<file path="config.mk">
export PLATFORM = sky130hd
export DESIGN_NAME = sct_log_xfer
export DESIGN_NICKNAME = d
export VERILOG_FILES = /design/src/common/sct_pkg.sv /design/src/rtl/sct_decode.sv /design/src/rtl/sct_log_xfer.sv
export VERILOG_INCLUDE_DIRS = /design/src /design/src/common
export SDC_FILE = /design/constraint.sdc
export NUM_CORES = 1
export LEC_CHECK = 0
export ABC_CLOCK_PERIOD_IN_PS = 2100
export BUFFER_PORTS_ARGS = -buffer_cell sky130_fd_sc_hd__buf_2
export CORE_ASPECT_RATIO = 1.4
export CORE_MARGIN = 2
export CORE_UTILIZATION = 41
export CTS_CLUSTER_SIZE = 16
export DETAILED_ROUTE_END_ITERATION = 10
export GPL_TIMING_DRIVEN = 1
export MAX_ROUTING_LAYER = met4
export PLACE_DENSITY = 0.75
export SYNTH_ARGS = -nofsm -noshare
export SYNTH_HDL_FRONTEND = slang
export SYNTH_SLANG_ARGS = --single-unit
</file>
<file path="constraint.sdc">
create_clock -name clk_sys -period 2.1 [get_ports clk_sys]
set_input_delay 0.42 -clock clk_sys [delete_from_list [all_inputs] [get_ports clk_sys]]
set_output_delay 0.42 -clock clk_sys [all_outputs]
set_load 0.03 [all_outputs]
</file>
<file path="src/common/sct_params.svh">
`ifndef SCT_PARAMS_SVH
`define SCT_PARAMS_SVH
`define SCT_CMD_SMART      8'hB0
`define SCT_CMD_RDLOG      8'h2F
`define SCT_CMD_WRLOG      8'h3F
`define SCT_FEAT_RD        8'hD5
`define SCT_FEAT_WR        8'hD6
`define SCT_SIG_LO         8'h4F
`define SCT_SIG_HI         8'hC2
`define SCT_PAGE_STAT      8'hE0
`define SCT_PAGE_DATA      8'hE1
`define SCT_ZERO8          8'h00
`define SCT_CNT_ONE        8'h01
`define SCT_CNT_EIGHT      8'h08
`define SCT_XST_OK         16'h0000
`define SCT_XST_NOCMD      16'h000B
`define SCT_XST_BUSY       16'hFFFF
`define SCT_XST_RST        16'h0000
`define SCT_CODE_RST       16'h0000
`endif

</file>
<file path="src/common/sct_pkg.sv">
`default_nettype none
package sct_pkg;
  // one taskfile write as the host leaves it
  typedef struct packed {
    logic [7:0] command;
    logic [7:0] feature;
    logic [7:0] feature_prev;
    logic [7:0] count;
    logic [7:0] count_prev;
    logic [7:0] lba_low;
    logic [7:0] lba_mid;
    logic [7:0] lba_mid_prev;
    logic [7:0] lba_high;
  } sct_tf_s;

  typedef enum logic [2:0] {
    SCT_OP_NONE   = 3'b000,
    SCT_OP_STATUS = 3'b001,
    SCT_OP_DRD    = 3'b010,
    SCT_OP_DWR    = 3'b011,
    SCT_OP_BAD    = 3'b100
  } sct_op_e;

  // status response fields of the last sct command
  typedef struct packed {
    logic [15:0] ext_status;
    logic [15:0] action;
    logic [15:0] function_code;
  } sct_stat_s;

  typedef enum logic [1:0] {
    SCT_ST_IDLE = 2'b00,
    SCT_ST_XFER = 2'b01,
    SCT_ST_DONE = 2'b10
  } sct_state_e;
endpackage : sct_pkg
`default_nettype wire

</file>
<file path="src/rtl/sct_decode.sv">
`include "sct_params.svh"
`default_nettype none
// pure decode of one taskfile into an operation class
module sct_decode (
  // taskfile in
  input  wire sct_pkg::sct_tf_s tf,
  // decoded
  output var  sct_pkg::sct_op_e op,
  output logic [8:0]            sectors
);
  import sct_pkg::*;

  wire smart   = tf.command == `SCT_CMD_SMART;
  wire sig_ok  = tf.lba_mid == `SCT_SIG_LO && tf.lba_high == `SCT_SIG_HI;
  wire f_rd    = tf.feature == `SCT_FEAT_RD;
  wire f_wr    = tf.feature == `SCT_FEAT_WR;
  wire lg_rd   = tf.command == `SCT_CMD_RDLOG;
  wire lg_wr   = tf.command == `SCT_CMD_WRLOG;
  wire lg      = lg_rd || lg_wr;
  wire lg_hi   = tf.count_prev == `SCT_ZERO8 && tf.lba_mid == `SCT_ZERO8;
  wire cnt_one = tf.count == `SCT_CNT_ONE;
  wire cnt_ok8 = cnt_one || tf.count == `SCT_CNT_EIGHT;
  wire pg_st   = tf.lba_low == `SCT_PAGE_STAT;
  wire pg_dt   = tf.lba_low == `SCT_PAGE_DATA;
  // smart form uses the sector number field (lba_low) for the page
  // smart status form
  wire sm_st   = smart && sig_ok && f_rd && cnt_one && pg_st;
  // smart data form
  wire sm_drd  = smart && sig_ok && f_rd && pg_dt;
  wire sm_dwr  = smart && sig_ok && f_wr && pg_dt;
  // log status form
  wire lg_st   = lg_rd && lg_hi && tf.lba_mid_prev == `SCT_ZERO8 && cnt_one && pg_st;
  // log data form
  wire lg_drd  = lg_rd && lg_hi && cnt_ok8 && pg_dt;
  wire lg_dwr  = lg_wr && lg_hi && cnt_ok8 && pg_dt;
  wire ours    = (smart && (pg_st || pg_dt)) || (lg && (pg_st || pg_dt));

  // anything aimed at our pages that fails encoding is bad
  assign op = (sm_st || lg_st)   ? SCT_OP_STATUS :
              (sm_drd || lg_drd) ? SCT_OP_DRD :
              (sm_dwr || lg_dwr) ? SCT_OP_DWR :
              ours               ? SCT_OP_BAD : SCT_OP_NONE;
  // a zero smart count means 256 sectors
  assign sectors = (tf.count == `SCT_ZERO8) ? 9'h100 : {1'b0, tf.count};
endmodule : sct_decode
`default_nettype wire

</file>
<file path="src/rtl/sct_log_xfer.sv">
// Operation
// all sct payload after an accepted sct command moves through page E1h both ways.
// smart data transfer is B0h with signature 4Fh/C2h, page E1h, feature D5h read or D6h write.
// smart data transfer moves exactly the sector count given by the host.
// log data transfer is 2Fh read or 3Fh write, page E1h, mid 00h, count 01h or 08h.
// the taskfile answer says only accepted or error.
// the host must poll sct status to learn that a long action finished.
// reading page E0h returns the held sct status content.
// a status read is accepted at any time, also while an action runs; here it is taken only in SCT_ST_IDLE, not while a transfer runs.
// a status read leaves power state and background work untouched.
// smart status read is B0h, feature D5h, count 01h, page E0h, signature 4Fh/C2h.
// log status read is 2Fh, count 01h, prev 00h, page E0h, both mid bytes 00h.
// while an action runs in background the extended status reads FFFFh.
// the response carries extended status, then action and function code.
// a data transfer without a preceding sct command is refused with status 000Bh.
// bad signature, page or count aborts with an error in the taskfile status; here a page other than E0h or E1h is not taken and gets no answer.
`include "sct_params.svh"
`default_nettype none
module sct_log_xfer (
  // clock and reset
  input  wire logic             clk_sys,
  input  wire logic             rst_n,
  // taskfile command in
  input  wire logic             tf_valid,
  input  wire sct_pkg::sct_tf_s tf,
  // sct engine side
  input  wire logic             act_start,
  input  wire logic [15:0]      act_code,
  input  wire logic [15:0]      act_func,
  input  wire logic             act_busy,
  input  wire logic             act_done,
  input  wire logic [15:0]      act_status,
  // sector transfer strobes
  input  wire logic             sec_done,
  // taskfile answer
  output logic                  ans_valid,
  output logic                  ans_error,
  output logic                  ans_aborted,
  // transfer control
  output logic                  xfer_active,
  output logic                  xfer_write,
  output logic                  xfer_status,
  output logic [8:0]            xfer_left,
  // status response content
  output sct_pkg::sct_stat_s    stat
);
  import sct_pkg::*;

  sct_op_e    op;
  logic [8:0] sectors;
  sct_decode u_dec (
    .tf      (tf),
    .op      (op),
    .sectors (sectors)
  );

  sct_state_e  state_ff, nxt_state;
  logic        armed_ff;
  logic        busy_ff;
  logic [15:0] xst_ff, code_ff, func_ff;
  logic        ans_v_ff, ans_e_ff, ans_a_ff;
  logic        act_ff, wr_ff, st_ff;
  logic [8:0]  left_ff, nxt_left;

  wire idle     = state_ff == SCT_ST_IDLE;
  wire take     = tf_valid && idle && op != SCT_OP_NONE;
  wire is_data  = op == SCT_OP_DRD || op == SCT_OP_DWR;
  // data transfer needs an earlier sct command
  wire no_cmd   = take && is_data && !armed_ff;
  // bad encodings abort
  wire bad      = take && op == SCT_OP_BAD;
  wire go_data  = take && is_data && armed_ff;
  // status accepted even while busy
  wire go_stat  = take && op == SCT_OP_STATUS;
  wire last_sec = state_ff == SCT_ST_XFER && sec_done && left_ff == 9'h001;

  always_comb begin
    nxt_state = state_ff;
    nxt_left  = left_ff;
    case (state_ff)
      SCT_ST_IDLE: begin
        if (go_data || go_stat) begin
          nxt_state = SCT_ST_XFER;
          // exact sector count
          nxt_left  = go_stat ? 9'h001 : sectors;
        end
      end
      SCT_ST_XFER: begin
        if (sec_done) begin
          nxt_left = left_ff - 9'h001;
        end
        if (last_sec) begin
          nxt_state = SCT_ST_DONE;
        end
      end
      SCT_ST_DONE: nxt_state = SCT_ST_IDLE;
      default:     nxt_state = SCT_ST_IDLE;
    endcase
  end

  // status read passive
  // the status read only looks at held fields, so background work never stalls
  always_ff @(posedge clk_sys or negedge rst_n) begin
    if (!rst_n) begin
      state_ff <= SCT_ST_IDLE;
      left_ff  <= 9'h000;
    end else begin
      state_ff <= nxt_state;
      left_ff  <= nxt_left;
    end
  end

  // armed by an accepted sct command, enables page E1h traffic
  always_ff @(posedge clk_sys or negedge rst_n) begin
    if (!rst_n) begin
      armed_ff <= 1'b0;
    end else if (act_start) begin
      armed_ff <= 1'b1;
    end
  end

  // busy tracking, start wins over done
  always_ff @(posedge clk_sys or negedge rst_n) begin
    if (!rst_n) begin
      busy_ff <= 1'b0;
    end else if (act_start) begin
      busy_ff <= 1'b1;
    end else if (act_done) begin
      busy_ff <= 1'b0;
    end
  end

  // last command codes and status
  always_ff @(posedge clk_sys or negedge rst_n) begin
    if (!rst_n) begin
      xst_ff  <= `SCT_XST_RST;
      code_ff <= `SCT_CODE_RST;
      func_ff <= `SCT_CODE_RST;
    end else if (act_start) begin
      xst_ff  <= `SCT_XST_OK;
      code_ff <= act_code;
      func_ff <= act_func;
    end else if (no_cmd) begin
      // record refusal
      xst_ff  <= `SCT_XST_NOCMD;
    end else if (act_done) begin
      xst_ff  <= act_status;
    end
  end

  // busy seen by the response, engine level busy included
  wire        nxt_busy = act_start || (busy_ff && !act_done) || act_busy;
  wire [15:0] nxt_xst  = act_start ? `SCT_XST_OK :
                         no_cmd    ? `SCT_XST_NOCMD :
                         act_done  ? act_status : xst_ff;
  logic [15:0] stat_xst_ff;

  // output register so the response field never glitches through the mux
  always_ff @(posedge clk_sys or negedge rst_n) begin
    if (!rst_n) begin
      stat_xst_ff <= `SCT_XST_RST;
    end else begin
      stat_xst_ff <= nxt_busy ? `SCT_XST_BUSY : nxt_xst;
    end
  end

  // answer is accept or error only
  always_ff @(posedge clk_sys or negedge rst_n) begin
    if (!rst_n) begin
      ans_v_ff <= 1'b0;
      ans_e_ff <= 1'b0;
      ans_a_ff <= 1'b0;
    end else begin
      ans_v_ff <= no_cmd || bad || last_sec;
      ans_e_ff <= no_cmd || bad;
      ans_a_ff <= no_cmd || bad;
    end
  end

  always_ff @(posedge clk_sys or negedge rst_n) begin
    if (!rst_n) begin
      act_ff <= 1'b0;
      wr_ff  <= 1'b0;
      st_ff  <= 1'b0;
    end else begin
      act_ff <= nxt_state == SCT_ST_XFER;
      if (idle) begin
        wr_ff <= op == SCT_OP_DWR;
        st_ff <= op == SCT_OP_STATUS;
      end
    end
  end

  assign ans_valid   = ans_v_ff;
  assign ans_error   = ans_e_ff;
  assign ans_aborted = ans_a_ff;
  assign xfer_active = act_ff;
  assign xfer_write  = wr_ff;
  assign xfer_status = st_ff;
  assign xfer_left   = left_ff;
  // held status content for page E0h; busy forces FFFFh
  assign stat.ext_status    = stat_xst_ff;
  assign stat.action        = code_ff;
  assign stat.function_code = func_ff;
endmodule : sct_log_xfer
`default_nettype wire

</file>
# ---- After elaboration in Yosys (flattened, before gate mapping)
# Cells that the tools add are included.
dict set report totals {
  output_inout_bits 63
  regBits 82
  in_bits 127
  word_cells 106
}
dict set report classes {
  reduce_logical 54
  n_eq_ne 20
  muxes 18
  add_sub_neg 1
}
# op n
set op_table {}
lappend op_table {{16-bit 2-to-1 mux} 4}
lappend op_table {{8-bit == test (second input constant)} 6}
lappend op_table {{9-bit 2-to-1 mux} 4}
lappend op_table {{8-bit zero test} 4}
lappend op_table {{1-bit logical AND} 30}
lappend op_table {{9-bit case mux with 2 select lines} 1}
lappend op_table {{8-bit by 6-bit == test with 1-bit output (second input constant)} 2}
lappend op_table {{1-bit logical OR} 13}
lappend op_table {{3-bit 2-to-1 mux} 4}
lappend op_table {{9-bit by 1-bit == test with 1-bit output (second input constant)} 1}
lappend op_table {{9-bit by 1-bit subtractor with 9-bit output (second input constant)} 1}
lappend op_table {{8-bit by 1-bit == test with 1-bit output (second input constant)} 1}
lappend op_table {{8-bit by 4-bit == test with 1-bit output (second input constant)} 1}
lappend op_table {{8-bit by 7-bit == test with 1-bit output (second input constant)} 1}
lappend op_table {{3-bit by 2-bit == test with 1-bit output (second input constant)} 2}
lappend op_table {{2-bit by 1-bit == test with 1-bit output (second input constant)} 2}
lappend op_table {{2-bit 2-to-1 mux} 2}
lappend op_table {{2-bit case mux with 2 select lines} 1}
lappend op_table {{2-bit nonzero test} 2}
lappend op_table {{3-bit by 1-bit == test with 1-bit output (second input constant)} 1}
lappend op_table {{3-bit == test (second input constant)} 1}
lappend op_table {{3-bit AND reduction} 1}
lappend op_table {{3-bit nonzero test} 1}
lappend op_table {{1-bit zero test} 2}
lappend op_table {{4 further kinds} 5}

# ---- Depth between registers and ports, before layout
# Gate-level depths: netlist of the first run.
dict set report depth {
  depth_word 17
  depth_mapped 9
  ltp_nobuf 7
}

# ---- Hierarchy
# From an unflattened synthesis of the first run, not the netlist that was laid out.
dict set report unflattened {
  cells_unflattened 315
  area_unflattened_um2 3753.6
}
# mod seq_area_each_um2 area_each_um2 n_inst cells_each
set by_module_without_submodules {}
lappend by_module_without_submodules {sct_log_xfer 2052.0 3375.7 1 261}
lappend by_module_without_submodules {sct_decode 0.0 377.9 1 54}

# ---- Least setup slack after synthesis of the first run
# No wires, ideal clock.
dict set report synth_path {
  path_type {input to register}
  from {in tf[0] (netlist name)}
  to {reg left_ff[8], in the netlist xfer_left[8]}
  setup_ps 118
  path_buffers 1
  path_slack_ps 3
  t_arrival_ps 1979
  cell_stages 8
  required_ps 1982
  cell_sequence {nor4bb_1 > nand4b_2 > nor4_2 > o2111ai_1 > o211a_1 > buf_6 > o31a_1 > a21o_1}
}
dict set report synth_via {
  elab_chain_cells 16
  word_cells_on_any_way 30
  cone_classes {eq/ne (5); mux (6); reduce/logical (19)}
}
# item line_no
set synth_lines {}
lappend synth_lines {{start, declared} sct_log_xfer.sv:25} ;# input wire sct_pkg::sct_tf_s tf,
lappend synth_lines {{8-bit == test (no line) *} n/a}
lappend synth_lines {{1-bit logical AND (no line) *} n/a}
lappend synth_lines {{1-bit logical AND *} {sct_decode.sv:27, sct_decode.sv:29, sct_decode.sv:30}}
lappend synth_lines {{1-bit logical AND (2 in a row)} sct_decode.sv:30} ;# wire sm_dwr = smart && sig_ok && f_wr && pg_dt;
lappend synth_lines {{1-bit logical OR} sct_decode.sv:41} ;# (sm_dwr || lg_dwr) ? SCT_OP_DWR :
lappend synth_lines {{3-bit 2-to-1 mux} sct_decode.sv:41}
lappend synth_lines {{3-bit 2-to-1 mux} sct_decode.sv:40} ;# (sm_drd || lg_drd) ? SCT_OP_DRD :
lappend synth_lines {{3-bit 2-to-1 mux *} sct_decode.sv:39} ;# assign op = (sm_st || lg_st) ? SCT_OP_STATUS :
lappend synth_lines {{3-bit by 2-bit == test with 1-bit output or 3-bit nonzero test (tied branches)} {sct_log_xfer.sv:67, sct_log_xfer.sv:66}}
lappend synth_lines {{1-bit logical OR or 1-bit logical AND (tied branches)} {sct_log_xfer.sv:67, sct_log_xfer.sv:66}}
lappend synth_lines {{1-bit logical AND (2 in a row)} sct_log_xfer.sv:72} ;# wire go_data = take && is_data && armed_ff;
lappend synth_lines {{1-bit logical OR} sct_log_xfer.sv:82} ;# if (go_data || go_stat) begin
lappend synth_lines {{2-bit by 1-bit inequality test with 1-bit output (no line)} n/a}
lappend synth_lines {{3-bit AND reduction (no line)} n/a}
lappend synth_lines {{end signal, assigned} sct_log_xfer.sv:109} ;# left_ff <= nxt_left;
lappend synth_lines {{end, declared} sct_log_xfer.sv:63} ;# logic [8:0] left_ff, nxt_left;
# Mark *: on every way between the ends. The rest lies on a longest branch, timed or not. The select of a mux whose other input is x is not followed.
# A chain may end at the register's enable or synchronous reset.

# ---- Worst setup path after layout of the first run
dict set report layout_path {
  from {in tf[45] (netlist name)}
  to {reg wr_ff, in the netlist xfer_write}
}
dict set report layout_via {
  elab_chain_cells 9
  word_cells_on_any_way 18
  cone_classes {eq/ne (3); mux (3); reduce/logical (12)}
}
# item line_no
set layout_lines {}
lappend layout_lines {{8-bit by 1-bit == test with 1-bit output (no line) or 8-bit by 4-bit == test with 1-bit output (tied branches)} n/a}
lappend layout_lines {{1-bit logical OR (no line)} n/a}
lappend layout_lines {{1-bit logical AND (2 in a row)} sct_decode.sv:35} ;# wire lg_dwr = lg_wr && lg_hi && cnt_ok8 && pg_dt;
lappend layout_lines {{1-bit logical OR} sct_decode.sv:41}
lappend layout_lines {{3-bit 2-to-1 mux} sct_decode.sv:41}
lappend layout_lines {{3-bit 2-to-1 mux} sct_decode.sv:40}
lappend layout_lines {{3-bit 2-to-1 mux *} sct_decode.sv:39}
lappend layout_lines {{3-bit by 2-bit == test with 1-bit output *} sct_log_xfer.sv:188} ;# wr_ff <= op == SCT_OP_DWR;
lappend layout_lines {{end signal, assigned} sct_log_xfer.sv:183} ;# wr_ff <= 1'b0;
lappend layout_lines {{end signal, assigned} sct_log_xfer.sv:188}
lappend layout_lines {{end, declared} sct_log_xfer.sv:62} ;# logic act_ff, wr_ff, st_ff;
# Mark *: on every way between the ends. The rest lies on a longest branch, timed or not.

==> out/results.tsv, run 1 <==
metric	value	unit
end_kind	flip-flop	
wire_per_inst	14.2	um
viasPerCell	5.05	
fin_ws	99.5	ps
port_buffers	181	
cts_hold_buf	0	
antennaDiodeCount	0	
synth_edf_count	0	
fin_skew	6.11	ps
worstSetupStartpointType	input port	
yosys_most_used_dff	dfrtp_1	
cts_tree	yes	
routed_wl	8.96	mm
die-area	9820	um^2
clock_path_buffers	2	
final_antenna_net_count	0	
core_area	8870	um^2
pre_cts_ws	-361	ps
syn_area	3700	um^2
final_util	0.589	
hp-class	input port to asynchronous set/reset pin	
die_h	116	um
power-per-cell-area	727	nW/um^2
clkTransAtPathRegs	60	ps
maxCapViolations	0	
initial_core_util	0.417	
postCtsSetupBuffers	0	
fin_nets	649	
setup_viol	0	
slew_viol_final	0	
syn_nets	447	
worst_slew_pin_slew	422	ps
path_cells	buf_2, nor4_4, nand3_2, nor4_2, buf_4, a32oi_1, or4b_2, nand2_1	
grt_pass1_wl	14.0	mm
yosysSeqAreaShare	0.554	
synth.distinct_cells	49	
hold_viol_final	0	
area_delta_synth_final	41.1	%
setup.worst_path.class	input port to flip-flop	
gp_congestion	0.817	
synth_warnings	0	
drc	0	
rsz0062_at_grt	true	
drtPass1Iterations	4	
slew_headroom	0.719	
gr-total-overflow	0	
worst_path_largest_cell_delay	610	ps
drive_above_1_share	0.518	
fill_cells	756	
min_period_over_period	0.953	
antenna_found_initial	0	
async_flop_share	1.00	
dp_hpwl	7.01	mm
cpMaxStageDelayCell	or4b_2	
worstPathRequired	2370	ps
irDropWorstVdd	580	uV
fin_setup_tns	0	ps
fp-row-count	41	
clock-sinks	82	
clock-root-buffer	clkbuf_16	
grt_pass1_vias	3147	
cts_made_buffers	9	
reg2reg_depth	5	
clock_latency	340	ps
final_cell_mix	buf_2, dfrtp_1, mux2_2, nor2_1, buf_4	
io_pins	190	
die_width	84.3	um
cts_max_level	3	
r2r_slack	390	ps
p_total	0.00380	W
status	completed	
syn_area_per_cell	11.6	um^2
total_leakage_power	2.58	nW
path_max_fanout	2	
final_common_cell	buf_2	
synthCells	318	
ys_ff_latch	82	
cp.arrival	2270	ps
fmax	0.500	GHz
fin_crit	2000	ps
grt_use_total	0.186	
drt_iter0_drc	120	
num_vias	3190	
grt_max_degree	53	
==> repair_timing <==
| action | in CTS | in global routing |
|---|---|---|
| pin swaps | 0 | 4 |
| endpoints found under the setup margin | 1 | 24 |
| resized for setup | 1 | 9 |
==> final timing paths <==
path | start | end
max reg2reg | xfer_left[0] | xfer_left[7]
min | rst_n | code_ff[11]
max | tf[45] | xfer_write
min in group clk_sys | act_code[3] | code_ff[3]
max in group asynchronous | rst_n | xst_ff[10]
min reg2reg | busy_ff | busy_ff
==> per-stage QoR <==
| stage | hold WS (ps) | cell area, um^2 | cells |
|---|---|---|---|
| after floorplan | 124 | 3700 | 318 |
| after global placement | 377 | 4880 | 616 |
| after detailed placement | 385 | 4880 | 616 |
| after CTS | 30.2 | 5170 | 632 |
| after global routing | 52.0 | 5230 | 632 |
| final | 14.8 | 5230 | 632 |
==> power breakdown <==
part | leakage (nW) | internal (W) | switching (W) | total (W)
logic | 1.47 | 0.000247 | 0.000352 | 0.000598
registers | 0.973 | 0.00168 | 0.0000370 | 0.00171
clock network | 0.139 | 0.000873 | 0.000614 | 0.00149
total | 2.58 | 0.00280 | 0.00100 | 0.00380
==> registers in the layout (all words and copies together) (netlist names) <==
name and count:
ans_aborted 1, ans_valid 1, armed_ff 1, busy_ff 1, code_ff 16, func_ff 16, stat_xst_ff 16, state_ff 2
xfer_active 1, xfer_left 9, xfer_status 1, xfer_write 1, xst_ff 16
==> Yosys cell counts (6+ instances only) <==
library cell | n | area share
dfrtp_1 | 82 | 0.55
mux2_2 | 32 | 0.097
nor2_1 | 32 | 0.032
o21ai_0 | 23 | 0.031
mux2i_1 | 19 | 0.051
nand2_1 | 19 | 0.019
clkbuf_1 | 10 | 0.010
nor3_1 | 9 | 0.012
inv_1 | 7 | 0.0071
nand3_1 | 7 | 0.0095
a21oi_1 | 6 | 0.0081
nor4_1 | 6 | 0.010
==> final cells by class <==
| type | instances | area (um^2) | area share |
|---|---|---|---|
| flip-flops and latches | 82 | 2050 | 0.393 |
| multi-input cells | 212 | 1590 | 0.304 |
| repair buffers | 208 | 1140 | 0.217 |
| clock buffers | 12 | 256 | 0.0491 |
| well taps | 107 | 134 | 0.0256 |
| clock inverters | 4 | 33.8 | 0.00646 |
| inverters | 7 | 26.3 | 0.00503 |
==> layer usage <==
| layer | routed length, um | global-route usage |
|---|---|---|
| met3 | 561 | 0.0191 |
| met1 | 3360 | 0.202 |
| met5 | 0 | - |
| met2 | 4880 | 0.344 |
| met4 | 152 | 0.0849 |
==> cell families (layout without fill, tap and decap cells) <==
logic type / after synthesis / after routing / synth area share
and+or+nand+nor: 104 / 104 / 0.165
DFF: 82 / 82 / 0.554
AOI/OAI and AO/OA: 53 / 53 / 0.0902
muxes: 51 / 51 / 0.149
buffers and inverters: 24 / 231 / 0.0311
adders and majority gates: 2 / 2 / 0.00676
xor gates and xnor gates: 2 / 2 / 0.00473
==> critical path, delay by kind of cell <==
family          cells  cell delay [ps]
compound gates      1               40
buf+inv             2              280
simple gates        5             1530
No activity file was read; power rests on OpenSTA's default activity.
==> inputs of run 2 (changes only) <==
==> constraint.sdc (replaced) <==
create_clock -name clk_sys -period 2.1 [get_ports clk_sys]
set_input_delay 0.525 -clock clk_sys [delete_from_list [all_inputs] [get_ports clk_sys]]
set_output_delay 0.525 -clock clk_sys [all_outputs]
set_load 0.03 [all_outputs]
==> out/results.tsv, run 2 (synthesis results as in run 1) <==
metric	value	unit	change
irDropWorstVdd	581	uV	was 580 uV
fin_nets	655		was 649
critical_path_depth	8		unchanged
viasPerCell	5.13		was 5.05
worst_slew_pin_slew	382	ps	was 422 ps
p_total	0.00389	W	was 0.00380 W
r2r_slack	320	ps	was 390 ps
total_leakage_power	2.69	nW	was 2.58 nW
min_period_over_period	0.992		was 0.953
crit_buf_inv	1		was 2
cts_tree	yes		unchanged
worstSetupStartpointType	input port		unchanged
area_delta_synth_final	46.1	%	was 41.1%
gr-total-overflow	0		unchanged
slew_headroom	0.745		was 0.719
grt_pass1_vias	3256		was 3,147
final_util	0.610		was 0.589
fin_skew	5.75	ps	was 6.11 ps
initial_core_util	0.417		unchanged
die_width	84.3	um	unchanged
clock_path_buffers	2		unchanged
clock-sinks	82		unchanged
path_max_fanout	5		was 2
slew_viol_final	0		unchanged
core_area	8870	um^2	unchanged
cts_hold_buf	0		unchanged
worstPathRequired	2320	ps	was 2370 ps
io_pins	190		unchanged
cp.arrival	2300	ps	was 2270 ps
seqCellArea	2050	um^2	unchanged
clock_latency	330	ps	was 340 ps
critical_path.top_delay_family	simple AND/OR/NAND/NOR gates		unchanged
antennaDiodeCount	0		unchanged
fin_setup_tns	0	ps	unchanged
antenna_found_initial	0		unchanged
maxCapViolations	0		unchanged
hold_viol_final	0		unchanged
cpMaxStageDelayCell	nor4_4		was or4b_2
hp-class	input port to asynchronous set/reset pin		unchanged
grt_max_degree	45		was 53
pre_cts_ws	-415	ps	was -361 ps
worst_path_largest_cell_delay	390	ps	was 610 ps
drt_iter0_drc	94		was 120
fill_cells	759		was 756
die-area	9820	um^2	unchanged
final_common_cell	buf_2		unchanged
drtPass1Iterations	4		unchanged
power-per-cell-area	718	nW/um^2	was 727 nW/um^2
clock-root-buffer	clkbuf_16		unchanged
drive_above_1_share	0.540		was 0.518
final_antenna_net_count	0		unchanged
fin_area	5410	um^2	was 5230 um^2
worst_r2r_endpoint	xfer_left[7]		unchanged
reg2reg_depth	5		unchanged
dp_hpwl	7.10	mm	was 7.01 mm
rsz0062_at_grt	true		unchanged
setup_viol	0		unchanged
place_area	4910	um^2	was 4880 um^2
num_vias	3274		was 3,190
cp_common_cell	nor4_4		
fp-row-count	41		unchanged
end_kind	flip-flop		unchanged
grt_pass1_wl	14.6	mm	was 14.0 mm
r2r-start	xfer_left[0]		unchanged
fmax	0.480	GHz	was 0.500 GHz
gp_congestion	0.843		was 0.817
port_buffers	181		unchanged
clkTransAtPathRegs	60	ps	about the same
wire_per_inst	14.9	um	was 14.2 um
multi_input_area	1700	um^2	was 1590 um^2
critPathCapture	xfer_left[8]		was xfer_write
cts_max_level	3		unchanged
status	completed		unchanged
path_cells	buf_2, nor4_4, nand4b_4, nor4_4, o2111ai_2, o211a_4, o31a_1, a21o_1		was buf_2, nor4_4, nand3_2, nor4_2, buf_4, a32oi_1, or4b_2, nand2_1
die_h	116	um	unchanged
setup.worst_path.class	input port to flip-flop		unchanged
fin_crit	2080	ps	was 2000 ps
grt_use_total	0.193		was 0.186
final_cell_mix	buf_2, dfrtp_1, mux2_2, nor2_1, buf_4		unchanged
cts_made_buffers	9		unchanged
drc	0		unchanged
fin_ws	17.4	ps	was 99.5 ps
cp-startpoint	tf[64]		was tf[45]
routed_wl	9.50	mm	was 8.96 mm
## run 2: changes by cell type in the layout (fill, tap and decap cells not counted), sizes merged
cell,delta
clkinvlp,+1
clkinv,-1
o211a,+1
bufinv,+1
clkbuf,+1
inv,-1
buf,+4
## run 2: stage by stage
stage          cells  hold WS (ps)
3_3_place_gp     617           412
4_1_cts          633          63.1
5_1_grt          638          77.2
6_report         638          66.6
2_1_floorplan    318           229
3_5_place_dp     617           420
## run 2: worst min-delay path by stage
stage,depth (start not counted),from,end,slack (ps)
finish,1,rst_n,code_ff[13],70
floorplan,0,rst_n,ans_aborted,230
global route,1,rst_n,code_ff[13],80
global placement,1,rst_n,code_ff[12],410
detailed placement,1,rst_n,code_ff[13],420
CTS,1,rst_n,code_ff[13],60
## run 2: what timing repair did
| item | CTS | global route |
|---|---|---|
| setup buffers | 0 | 3 |
| pin swaps | 0 | 12 |
| setup endpoints to repair | 10 | 40 |
| gates cloned | 0 | 2 |
| resized for setup | 3 | 23 |
## run 2: per-layer routing
layer,up-vias,GRT usage,share of wire
li1,1567,-,-
met1,1539,0.200,0.36
met2,147,0.361,0.56
met3,21,0.0254,0.060
met4,0,0.0935,0.024
met5,-,-,0
## run 2: cell type report
cell class,count,area share
sequential,82,0.379
multi-input combinational,213,0.314
timing repair buffer,213,0.221
clock buffer,12,0.0474
tap,107,0.0247
clock inverter,4,0.00925
inverter,7,0.00486
## run 2: power by group
group	leakage [nW]	switching, W	internal [W]	total (W)
Sequential	0.973	0.0000372	0.00168	0.00171
Clock	0.145	0.000575	0.000983	0.00156
Combinational	1.57	0.000362	0.000255	0.000616
Total	2.69	0.000974	0.00291	0.00389
==> inputs of run 3 (changes only) <==
--- a/config.mk
+++ b/config.mk
@@ -7,7 +7,7 @@
 export NUM_CORES = 1
 export LEC_CHECK = 0
 export ABC_CLOCK_PERIOD_IN_PS = 2100
-export BUFFER_PORTS_ARGS = -buffer_cell sky130_fd_sc_hd__buf_2
+export BUFFER_PORTS_ARGS = -buffer_cell sky130_fd_sc_hd__clkbuf_2
 export CORE_ASPECT_RATIO = 1.4
 export CORE_MARGIN = 2
 export CORE_UTILIZATION = 41
==> out/results.tsv, run 3 (synthesis results as in run 1) <==
metric	value	unit	change
status	completed		unchanged
cts_made_buffers	9		unchanged
power_frac_comb	0.154		was 0.159
cts_hold_buf	0		unchanged
maxCapViolations	0		unchanged
fin_area	5400	um^2	was 5410 um^2
area_delta_synth_final	45.7	%	was 46.1%
die_width	84.3	um	unchanged
power_switching	0.000990	W	was 0.000974 W
path_max_fanout	5		unchanged
num_vias	3279		was 3,274
viasPerCell	5.15		was 5.13
drtPass1Iterations	4		unchanged
grt_pass1_vias	3334		was 3,256
critical_path.top_delay_family	simple AND/OR/NAND/NOR gates		unchanged
cpMaxStageDelayCell	nor4_4		unchanged
final_cell_mix	clkbuf_2, dfrtp_1, mux2_2, nor2_1, buf_4		was buf_2, dfrtp_1, mux2_2, nor2_1, buf_4
hold_ws	115	ps	was 66.6 ps
fp-row-count	41		unchanged
gp_congestion	0.856		was 0.843
worst_path_largest_cell_delay	340	ps	was 390 ps
seqCellArea	2050	um^2	unchanged
fill_cells	735		was 759
fin_setup_tns	0	ps	unchanged
clock_latency	330	ps	about the same
gr-total-overflow	0		unchanged
wire_per_inst	14.9	um	about the same
clock-root-buffer	clkbuf_16		unchanged
core_area	8870	um^2	unchanged
die_h	116	um	unchanged
power.share.switching	0.250		about the same
final_cells	637		was 638
r2r-start	xfer_left[0]		unchanged
drive_above_1_share	0.536		was 0.540
final_antenna_net_count	0		unchanged
reg2reg_depth	5		unchanged
multi_input_area	1690	um^2	was 1700 um^2
hp-class	input port to asynchronous set/reset pin		unchanged
routed_wl	9.52	mm	was 9.50 mm
r2r_slack	310	ps	was 320 ps
cp_common_cell	nor4_4		unchanged
crit_buf_inv	1		unchanged
antenna_found_initial	0		unchanged
grt_use_total	0.201		was 0.193
p_int	0.00297	W	was 0.00291 W
die-area	9820	um^2	unchanged
fin_skew	6.20	ps	was 5.75 ps
worst_slew_pin_slew	412	ps	was 382 ps
min_period_over_period	0.982		was 0.992
total_leakage_power	2.73	nW	was 2.69 nW
power-per-cell-area	734	nW/um^2	was 718 nW/um^2
clock_path_buffers	2		unchanged
path_cells	clkbuf_2, nor4_4, nand3_2, nor4_4, o21ai_2, o211a_4, o31a_1, a21o_1		was buf_2, nor4_4, nand4b_4, nor4_4, o2111ai_2, o211a_4, o31a_1, a21o_1
clkTransAtPathRegs	60	ps	about the same
place_area	4910	um^2	unchanged
grt_pass1_wl	15.1	mm	was 14.6 mm
cts_max_level	3		unchanged
slew_viol_final	0		unchanged
worstSetupStartpointType	input port		unchanged
port_buffers	181		unchanged
cts_tree	yes		unchanged
io_pins	190		unchanged
hold_viol_final	0		unchanged
worst_r2r_endpoint	xfer_left[7]		unchanged
setup_viol	0		unchanged
drt_iter0_drc	135		was 94
cp.arrival	2280	ps	was 2300 ps
grt_max_degree	54		was 45
fmax	0.485	GHz	was 0.480 GHz
slew_headroom	0.725		was 0.745
worstPathRequired	2320	ps	about the same
clkPwrFrac	0.412		was 0.401
drc	0		unchanged
antennaDiodeCount	0		unchanged
initial_core_util	0.417		unchanged
fin_crit	2060	ps	was 2080 ps
end_kind	flip-flop		unchanged
dp.cells	617		unchanged
irDropWorstVdd	637	uV	was 581 uV
setup.worst_path.class	input port to flip-flop		unchanged
clock-sinks	82		unchanged
dp_hpwl	7.18	mm	was 7.10 mm
fin_nets	654		was 655
seq_power_share	0.434		was 0.441
final_common_cell	clkbuf_2		was buf_2
## run 3: cell types whose count changed in the layout (fill, tap and decap cells not counted), moves of 2 or more
| cell | change |
|---|---|
| clkbuf_1 | +2 |
| clkbuf_2 | +180 |
| clkbuf_8 | -2 |
| buf_2 | -180 |
## run 3: final cells by class
cell class | count | share of cell area
timing repair buffer | 212 | 0.219
tap | 107 | 0.0248
multi-input combinational | 213 | 0.313
clock buffer | 12 | 0.0438
clock inverter | 4 | 0.0141
inverter | 7 | 0.00487
sequential | 82 | 0.380
## run 3: worst max path at each step
| stage | endpoint | start | cells past startpoint |
|---|---|---|---|
| finish | xfer_left[8] | tf[46] | 8 |
| global route | xfer_left[6] | tf[46] | 8 |
| CTS | xfer_left[8] | tf[67] | 8 |
| detailed placement | xfer_left[8] | tf[45] | 8 |
| global placement | xfer_left[0] | tf[45] | 8 |
| floorplan | xfer_left[8] | tf[67] | 8 |
## run 3: worst reg2reg max path, stage by stage (launching register included)
cell and delay [ps]:
dfrtp_1 450, or3_1 430, nor3_1 280, nand2_1 140
o22ai_1 150, o2bb2a_1 230
## run 3: timing repair
action | CTS | global route
pin swaps | 0 | 10
hold endpoints to repair | 0 | 0
endpoints found under the setup margin | 7 | 35
cloned | 0 | 2
buffers inserted | 0 | 2
gates resized for setup | 3 | 21
## run 3: power by group through the flow
stage	sequential, W	clock [W]	combinational, W
floorplan	0.00190	0	0.000160
CTS	0.00172	0.00167	0.000607
global placement	0.00174	0	0.000590
finish	0.00172	0.00163	0.000611
global route	0.00173	0.00173	0.000663
detailed placement	0.00175	0	0.000605
## run 3: stage by stage
stage           util  total power (W)  setup WS (ps)
3_3_place_gp   0.553          0.00233           -377
3_5_place_dp   0.553          0.00235           -391
5_1_grt        0.608          0.00412          -41.2
6_report       0.608          0.00396           38.7
2_1_floorplan      -          0.00206          -48.1
4_1_cts        0.590          0.00399           30.1
## run 3: routing by layer
metal,up-vias,wire length (um),global-route usage
met5,-,0,-
met4,0,231,0.0903
met3,20,568,0.0339
met2,136,5270,0.363
met1,1555,3460,0.217
li1,1568,-,-
